### src/dppc_pkg.sv
`default_nettype none
package dppc_pkg;
    // number of power-enable / over-current pin pairs
    localparam int PORT_COUNT = 5;

    // reset value of the latched fault record
    localparam logic [4:0] FAULT_RESET = 5'h00;

    // all port power enables released (pin released = logic 1 level)
    localparam logic [4:0] PWR_OFF_N = 5'h1f;

    typedef struct packed {
        logic gangMode;
        logic busPoweredN;
    } dppc_mode_t;

    typedef struct packed {
        logic [4:0] drvLow;
        logic [4:0] outEn;
    } dppc_pwr_pins_t;
endpackage
`default_nettype wire

### src/dppc_power_ctrl.sv
// Behaviour
// static pin picks ganged or per-port switching
// board holds gang pin fixed during operation
// over-current inputs active low, one per port
// ganged: over-current inputs combined into one
// unused over-current inputs tied high
// active-low open-drain power enable per port
// ganged: all enables switch together, same state
// reset held low at least 250 ns
// reset held no longer than 5 ms
// enables derived from gang, bus-power, over-current; the code uses gang and over-current, bus-power gates nothing
// ganged: board ties over-current inputs together
// over-current releases enable, records event
`timescale 1ns/1ns
`default_nettype none
module dppc_power_ctrl #(
    parameter int PORTS = dppc_pkg::PORT_COUNT
)
(
    input  wire logic                     ref_clk,
    input  wire logic                     reset_n,
    input  wire logic                     gangMode,
    input  wire logic                     bus_powered_select_n,
    input  wire logic [PORTS-1:0]         overcurrent_flag_n,
    input  wire logic [PORTS-1:0]         portPowerRequest,
    input  wire logic [PORTS-1:0]         faultClear,
    output var  logic [PORTS-1:0]         port_power_enable_n_out,
    output var  logic [PORTS-1:0]         port_power_enable_n_oe,
    output var  logic [PORTS-1:0]         faultSeen,
    output var  logic [PORTS-1:0]         faultEvent
);
    // ----------------------------------------------------------------
    // pin synchronisation
    // ----------------------------------------------------------------
    logic [PORTS-1:0]     ocSyncN;
    logic [1:0]           modeSync;
    dppc_pkg::dppc_mode_t mode;

    dppc_sync #(
        .WIDTH     (PORTS),
        .RESET_VAL (32'hffff_ffff)
    ) u_oc_sync (
        .ref_clk (ref_clk),
        .reset_n (reset_n),
        .asyncIn (overcurrent_flag_n),
        .syncOut (ocSyncN)
    );

    dppc_sync #(
        .WIDTH     (2),
        .RESET_VAL (32'h0000_0001)
    ) u_mode_sync (
        .ref_clk (ref_clk),
        .reset_n (reset_n),
        .asyncIn ({gangMode, bus_powered_select_n}),
        .syncOut (modeSync)
    );

    // mode pins are static, so sampling them like data is enough
    assign mode = dppc_pkg::dppc_mode_t'(modeSync);

    // copy one value onto every port, as ganged switching needs
    function automatic logic [PORTS-1:0] spread(input logic b);
        spread = {PORTS{b}};
    endfunction

    // ----------------------------------------------------------------
    // over-current decode
    // ----------------------------------------------------------------
    logic [PORTS-1:0] ocActive;
    logic             ocCommon;

    // low level means over-current; tied-high inputs never fire
    assign ocCommon = |(~ocSyncN);

    always_comb
    begin
        if (mode.gangMode)
            ocActive = spread(ocCommon);
        else
            ocActive = ~ocSyncN;
    end

    // ----------------------------------------------------------------
    // fault record
    // ----------------------------------------------------------------
    logic [PORTS-1:0] fault_r;
    logic [PORTS-1:0] fault_nxt;
    logic [PORTS-1:0] event_r;
    logic [PORTS-1:0] event_nxt;
    logic [PORTS-1:0] ocPrev_r;
    logic [PORTS-1:0] ocPrev_nxt;

    always_comb
    begin
        // set wins over clear: a port still in over-current cannot be
        // re-armed by software until its pin goes high again
        fault_nxt  = (fault_r & ~faultClear) | ocActive;
        event_nxt  = ocActive & ~ocPrev_r;
        ocPrev_nxt = ocActive;
    end

    always_ff @(posedge ref_clk or negedge reset_n)
    begin
        if (!reset_n)
        begin
            fault_r  <= dppc_pkg::FAULT_RESET;
            event_r  <= '0;
            ocPrev_r <= '0;
        end
        else
        begin
            fault_r  <= fault_nxt;
            event_r  <= event_nxt;
            ocPrev_r <= ocPrev_nxt;
        end
    end

    // ----------------------------------------------------------------
    // power enable
    // ----------------------------------------------------------------
    logic [PORTS-1:0] pwrOn_r;
    logic [PORTS-1:0] pwrOn_nxt;
    logic [PORTS-1:0] drainLow_r;
    logic [PORTS-1:0] drainLow_nxt;
    logic             gangReq;

    // in ganged mode port 0's request steers every port
    assign gangReq = portPowerRequest[0];

    always_comb
    begin
        // the pin only ever pulls low; release comes from the enable
        drainLow_nxt = '0;
        if (mode.gangMode)
            pwrOn_nxt = spread(gangReq & ~ocCommon & ~fault_r[0]);
        else
            pwrOn_nxt = portPowerRequest & ~ocActive & ~fault_r;
        // limitation: the bus-power pin is sampled but gates no switching
    end

    always_ff @(posedge ref_clk or negedge reset_n)
    begin
        if (!reset_n)
        begin
            pwrOn_r    <= '0;
            drainLow_r <= '0;
        end
        else
        begin
            pwrOn_r    <= pwrOn_nxt;
            drainLow_r <= drainLow_nxt;
        end
    end

    // ----------------------------------------------------------------
    // open-drain pins: level held low, enable set while powered
    // ----------------------------------------------------------------
    dppc_pkg::dppc_pwr_pins_t pins;

    assign pins = '{drvLow: drainLow_r, outEn: pwrOn_r};
    assign port_power_enable_n_out = pins.drvLow;
    assign port_power_enable_n_oe  = pins.outEn;
    assign faultSeen               = fault_r;
    assign faultEvent              = event_r;

    // ----------------------------------------------------------------
    // mode settle count
    // ----------------------------------------------------------------
    // the mode synchroniser shows the pins two edges after reset; the
    // static-mode check waits until this count is full
    logic [1:0] settle_r;
    logic [1:0] settle_nxt;

    always_comb
    begin
        settle_nxt = settle_r;
        if (settle_r != 2'h3)
            settle_nxt = settle_r + 2'h1;
    end

    always_ff @(posedge ref_clk or negedge reset_n)
    begin
        if (!reset_n)
            settle_r <= 2'h0;
        else
            settle_r <= settle_nxt;
    end

    // ----------------------------------------------------------------
    // checks
    // ----------------------------------------------------------------
    a_gang_same_state: assert property
        (@(posedge ref_clk) disable iff (!reset_n)
        mode.gangMode |=> (pwrOn_r == {PORTS{pwrOn_r[0]}}) || $changed(mode))
        else $error("ganged enables differ");
    a_oc_releases: assert property
        (@(posedge ref_clk) disable iff (!reset_n)
        (|ocActive) |=> ((pwrOn_r & $past(ocActive)) == '0))
        else $error("enable held during over-current");
    a_oc_recorded: assert property
        (@(posedge ref_clk) disable iff (!reset_n)
        (|ocActive) |=> ((fault_r & $past(ocActive)) == $past(ocActive)))
        else $error("over-current not recorded");
    a_drain_only: assert property
        (@(posedge ref_clk) disable iff (!reset_n)
        port_power_enable_n_out == '0)
        else $error("enable pin driven high");
    a_perport_indep: assert property
        (@(posedge ref_clk) disable iff (!reset_n)
        (!mode.gangMode && !ocActive[1] && !fault_r[1] && portPowerRequest[1]
            && !$changed(mode)) |=> pwrOn_r[1])
        else $error("port not powered on request");
    a_gang_common_oc: assert property
        (@(posedge ref_clk) disable iff (!reset_n)
        (mode.gangMode && !ocSyncN[PORTS-1]) |-> ocActive[0])
        else $error("ganged over-current not shared");
    a_event_pulse: assert property
        (@(posedge ref_clk) disable iff (!reset_n)
        faultEvent[0] |=> !faultEvent[0])
        else $error("fault event longer than a cycle");
    a_fault_sticky: assert property
        (@(posedge ref_clk) disable iff (!reset_n)
        (fault_r[0] && !faultClear[0]) |=> fault_r[0])
        else $error("fault record lost");
    a_mode_static: assert property
        (@(posedge ref_clk) disable iff (!reset_n)
        (settle_r == 2'h3) |-> $stable(mode))
        else $error("mode pins moved during operation");
    a_fault_blocks: assert property
        (@(posedge ref_clk) disable iff (!reset_n)
        (!mode.gangMode && fault_r[2]) |=> !pwrOn_r[2])
        else $error("power held while fault recorded");
    a_gang_power_on: assert property
        (@(posedge ref_clk) disable iff (!reset_n)
        (mode.gangMode && portPowerRequest[0] && !ocCommon && !fault_r[0])
            |=> (pwrOn_r == {PORTS{1'b1}}))
        else $error("ganged ports not powered on request");
    a_no_power_idle: assert property
        (@(posedge ref_clk) disable iff (!reset_n)
        (!mode.gangMode && portPowerRequest == '0) |=> (pwrOn_r == '0))
        else $error("port powered without request");
endmodule // dppc_power_ctrl
`default_nettype wire

### src/dppc_sync.sv
`timescale 1ns/1ns
`default_nettype none
module dppc_sync #(
    parameter int          WIDTH     = 1,
    parameter logic [31:0] RESET_VAL = 32'h0000_0000
)
(
    input  wire logic             ref_clk,
    input  wire logic             reset_n,
    input  wire logic [WIDTH-1:0] asyncIn,
    output var  logic [WIDTH-1:0] syncOut
);
    logic [WIDTH-1:0] stage1_r;
    logic [WIDTH-1:0] stage2_r;

    // first stage feeds only the second stage
    always_ff @(posedge ref_clk or negedge reset_n)
    begin
        if (!reset_n)
        begin
            stage1_r <= RESET_VAL[WIDTH-1:0];
            stage2_r <= RESET_VAL[WIDTH-1:0];
        end
        else
        begin
            stage1_r <= asyncIn;
            stage2_r <= stage1_r;
        end
    end

    assign syncOut = stage2_r;
endmodule // dppc_sync
`default_nettype wire
### config.mk
export PLATFORM = sky130hd
export DESIGN_NAME = dppc_power_ctrl
export DESIGN_NICKNAME = d
export VERILOG_FILES = /design/src/dppc_pkg.sv /design/src/dppc_power_ctrl.sv /design/src/dppc_sync.sv
export SDC_FILE = /design/constraint.sdc
export NUM_CORES = 1
export LEC_CHECK = 0
export BUFFER_PORTS_ARGS = -buffer_cell sky130_fd_sc_hd__buf_2
export CELL_PAD_IN_SITES_DETAIL_PLACEMENT = 1
export CELL_PAD_IN_SITES_GLOBAL_PLACEMENT = 1
export CORE_MARGIN = 1.5
export CORE_UTILIZATION = 38
export DETAILED_ROUTE_END_ITERATION = 6
export PLACE_DENSITY_LB_ADDON = 0.05
export SYNTH_ARGS = -nofsm -noshare
export SYNTH_HDL_FRONTEND = slang
export SYNTH_HIERARCHICAL = 1
export SYNTH_SLANG_ARGS = --single-unit
### constraint.sdc
create_clock -name ref_clk -period 1.6 [get_ports ref_clk]
set_clock_uncertainty 0.15 [all_clocks]
set_input_delay 0.16 -clock ref_clk [delete_from_list [all_inputs] [get_ports ref_clk]]
set_output_delay 0.16 -clock ref_clk [all_outputs]
set_load 0.01 [all_outputs]
# Word-level counts from Yosys, hierarchy flattened
# Index checks and enable logic that the tools add are counted.
dict set report word_totals {
  input_bits 19
  latch_bits 0
  ram_bits 0
  n_memories 0
  rom_bits 0
  out_inout_bits 20
  ff_bits 34
}
dict set report classes {
  mul 0
  shift 0
  n_eq_ne 0
  n_addsub 0
  mux 2
  order_cmp 0
  n_bitwise 14
  n_div 0
  reduce_logical 1
}
# operator count
set ops {}
lappend ops {{$not A5 Y5} 5}
lappend ops {{$and A5 B5 Y5} 4}
lappend ops {{$mux W5} 2}
lappend ops {{$or A5 B5 Y5} 1}
lappend ops {{$reduce_or A5 Y1} 1}
lappend ops {{$and A1 B1 Y1} 2}
lappend ops {{$not A1 Y1} 2}

# Longest topological paths before layout
dict set report logic_depth {
  word_depth 7
  mapped_depth 4
  depth_no_buf 4
}

# Hierarchy
# The synthesis kept the hierarchy.
# mod instances area_per_inst_um2 cells_per_inst
set modules_own_cells {}
lappend modules_own_cells {dppc_power_ctrl 1 807.0 67}
lappend modules_own_cells {{dppc_sync (u_oc_sync)} 1 262.8 10}
lappend modules_own_cells {{dppc_sync (u_mode_sync)} 1 102.6 4}

# Worst setup path after synthesis
# OpenSTA, ideal clock, no wires.
dict set report synth_path {
  path_kind {reg-to-reg}
  from {register u_oc_sync.stage2_r[3] (netlist: u_oc_sync/syncOut[3])}
  to {register fault_r[2] (netlist: faultSeen[2])}
  n_path_buf 0
  period_less_slack_ns 1.233
  t_arrival_ns 0.956
  path_stages_with_launch 4
  path_slack_ns 0.367
  setup_time_ns 0.127
  path_cell_list {dfstp_2 and3_4 a22o_2 o21ai_0}
}
dict set report synth_between {
  elab_chain_len 4
}
# element line_no
set synth_rtl {}
lappend synth_rtl {{start, declared} dppc_sync.sv:14} ;# logic [WIDTH-1:0] stage2_r;
lappend synth_rtl {{start signal, assigned} dppc_sync.sv:22} ;# stage2_r <= RESET_VAL[WIDTH-1:0];
lappend synth_rtl {{start signal, assigned} dppc_sync.sv:27} ;# stage2_r <= stage1_r;
lappend synth_rtl {{$not A5 Y5} dppc_power_ctrl.sv:74} ;# assign ocCommon = |(~ocSyncN);
lappend synth_rtl {{$reduce_or A5 Y1} dppc_power_ctrl.sv:74}
lappend synth_rtl {{$mux W5} dppc_power_ctrl.sv:78} ;# if (mode.gangMode)
lappend synth_rtl {{$or A5 B5 Y5} dppc_power_ctrl.sv:98} ;# fault_nxt = (fault_r & ~faultClear) | ocActive;
lappend synth_rtl {{named net fault_nxt[2]} dppc_power_ctrl.sv:88} ;# logic [PORTS-1:0] fault_nxt;
lappend synth_rtl {{end signal, assigned} dppc_power_ctrl.sv:107} ;# fault_r <= dppc_pkg::FAULT_RESET;
lappend synth_rtl {{end signal, assigned} dppc_power_ctrl.sv:113} ;# fault_r <= fault_nxt;
lappend synth_rtl {{end, declared} dppc_power_ctrl.sv:87} ;# logic [PORTS-1:0] fault_r;
# The timed path passes the listed nets, and every way through them passes these cells.

# Final worst setup path
dict set report layout_path {
  from {register u_oc_sync.stage2_r[3] (netlist: u_oc_sync/syncOut[3])}
  to {register pwrOn_r[3] (netlist: port_power_enable_n_oe[3])}
}
dict set report layout_between {
  elab_chain_len 7
  word_cells_on_any_way 10
  cone_classes {mux (2); bitwise (7); reduce/logical (1)}
}
# element line_no
set layout_rtl {}
lappend layout_rtl {{$not A5 Y5 (*)} {dppc_power_ctrl.sv:74, dppc_power_ctrl.sv:81}}
lappend layout_rtl {{$reduce_or A5 Y1} dppc_power_ctrl.sv:74}
lappend layout_rtl {{$mux W5 (*)} dppc_power_ctrl.sv:78}
lappend layout_rtl {{named net ocActive[3]} dppc_power_ctrl.sv:70} ;# logic [PORTS-1:0] ocActive;
lappend layout_rtl {{$not A5 Y5 (*)} dppc_power_ctrl.sv:138} ;# pwrOn_nxt = portPowerRequest & ~ocActive & ~fault_r;
lappend layout_rtl {{$and A5 B5 Y5 (*) (2 in a row)} dppc_power_ctrl.sv:138}
lappend layout_rtl {{$mux W5 (*)} dppc_power_ctrl.sv:135} ;# if (mode.gangMode)
lappend layout_rtl {{named net pwrOn_nxt[3]} dppc_power_ctrl.sv:123} ;# logic [PORTS-1:0] pwrOn_nxt;
lappend layout_rtl {{end signal, assigned} dppc_power_ctrl.sv:151} ;# pwrOn_r <= pwrOn_nxt;
lappend layout_rtl {{end, declared} dppc_power_ctrl.sv:122} ;# logic [PORTS-1:0] pwrOn_r;
# Mark *: on every way through the listed nets, which the timed path passes. The rest lies on a longest branch.

==> impl_metrics.ini <==
[grt]
grt_first_pass_wirelength_um = 3650
first_global_vias = 833
antenna_found_initial = 0
grt_use_total = 0.151
overflow = 0
grt_max_degree = 33

[critical_path]
arrival_ps = 1440
crit_fanout = 5
critical_path.cell_chain = and3_4 -> a22o_2 -> inv_2 -> a21oi_2
reg2reg_from = u_oc_sync/syncOut[3]
r2r-end = port_power_enable_n_oe[3]
reg2reg_slack_ps = 270
cp-endpoint = port_power_enable_n_oe[3]
cp.required_ps = 1710
r2r_cells = 4
worstSetupEndpointType = flop
cpPeakStageDelay_ps = 570
crit_path_start = u_oc_sync/syncOut[3]
crit_path_top_delay_cell = dfstp_2
criticalPathCategory = flop to flop
worstSetupStartpointType = flop

[clocking]
cts_made_buffers = 5
tritoncts = done
cts_root_buf = clkbuf_4
cts_setup_buffers = 0
clock_sinks = 32
clock_path_buffers = 2
h-tree-depth = 2
clkSlewWorstSetupHoldPaths_ps = 100
worstSkewPairLatency_ps = 330

[finish]
nets = 154
drive_above_1_share = 0.463
fillers = 300
area_delta_synth_final_pct = 38.0
antenna_cells = 0

[timing]
fin_setup_tns_ps = 0
fin_crit_sh = 0.831
final_max_slew_viol_count = 0
rsz0062_at_grt = false
period_needed_ps = 1330
setup_viol = 0
hold_viol = 0
fmax_mhz = 752

[die]
ios = 39
die_w_um = 57.3
dieArea_mm2 = 0.00328
rows = 19
initial_utilization = 0.403
dieHeight_um = 57.3
core_mm2 = 0.00278

[power_and_ir_drop]
p_leak_nw = 0.751
ir_drop_uv = 705
p_total_w = 0.00150
power_density_mw_per_mm2 = 971

[detailed_routing]
wl_per_cell_um = 12.4
first_pass_iters = 2
via_count = 760
drc = 0
drtIter0Drc = 13
wirelength_um = 2070
routed_via_density = 4.55
antenna_left = 0

[logic_synthesis]
syn_area_mm2 = 0.00112
avgSynthCellArea_um2 = 14.2
syn_inst = 79
yosys_warnings = 6

[min_path]
hold_path.class = input port to async pin

[flow_run]
maxCapViolCount = 0

[placement]
place.gp.congestion = 0.668
io_buffers = 32
place_hpwl_um = 1340

[run_status]
status = completed
==> worst max-delay path, delay by kind of cell, from the launching register on <==
kind	cells	cell delay, ps
AO/OA/AOI/OAI	2	280
flip-flops	1	570
buffers and inverters	1	50
AND/OR/NAND/NOR	1	220
==> cells in the final DEF (no fill, tap or decap), drive strengths merged, types with 2 or more instances in the layout <==
master	n
a21oi	3
a22o	2
and4	2
buf	33
clkbuf	8
conb	5
dfrtp	22
dfstp	10
dlygate4sd3	17
inv	10
nand3	3
nand4	3
nor2	4
o21ai	5
==> worst min path at each step <==
stage,from,to,slack (ps),cells after the start
final,reset_n,port_power_enable_n_oe[3],170,3
after global routing,reset_n,port_power_enable_n_oe[4],180,3
after CTS,reset_n,port_power_enable_n_oe[3],160,3
after detailed placement,reset_n,faultEvent[4],-20,2
after global placement,reset_n,faultEvent[4],-30,2
after floorplan,reset_n,faultEvent[0],-290,0
==> final cells by class <==
cell class,count,area [um^2],share of cell area
well taps,31,38.8,0.0251
clock buffers,8,58.8,0.0381
inverters,10,37.5,0.0243
repair buffers,50,350,0.227
multi-input cells,36,246,0.160
flip-flops and latches,32,813,0.526
==> metrics by stage <==
| step | worst slack (ps) | area, um^2 | hold slack [ps] | utilization | cells |
|---|---|---|---|---|---|
| 6_report | 271 | 1550 | 171 | 0.556 | 167 |
| 5_1_grt | 150 | 1550 | 184 | 0.556 | 167 |
| 4_1_cts | 257 | 1550 | 165 | 0.556 | 167 |
| 3_5_place_dp | 267 | 1320 | -20.2 | 0.473 | 142 |
| 3_3_place_gp | 283 | 1320 | -25.3 | 0.473 | 142 |
| 2_1_floorplan | 367 | 1130 | -286 | - | 83 |
==> registers in the layout, indices dropped and copies added, names as in the netlist <==
register                count
faultEvent                  5
faultSeen                   5
ocPrev_r                    5
port_power_enable_n_oe      5
u_oc_sync/stage1_r          5
u_oc_sync/syncOut           5
u_mode_sync/stage1_r        1
u_mode_sync/syncOut         1
==> routing by layer <==
layer	wire [um]	vias up	global-route usage
met4	30	0	0.0598
met1	898	368	0.162
met2	1030	26	0.259
met3	115	5	0.0680
li1	-	361	-
met5	0	-	0
==> report_power, final <==
part | switching [W] | total [W] | internal [W]
registers | 0.0000190 | 0.000876 | 0.000857
logic | 0.0000721 | 0.000148 | 0.0000760
clock network | 0.000260 | 0.000476 | 0.000217
total | 0.000351 | 0.00150 | 0.00115
==> repair_timing <==
action | in CTS | in global routing
gates resized for setup | 0 | 0
hold endpoints to repair | 48 | 0
hold buffers | 17 | 0
Note: power is estimated with default switching activity, not from simulation.
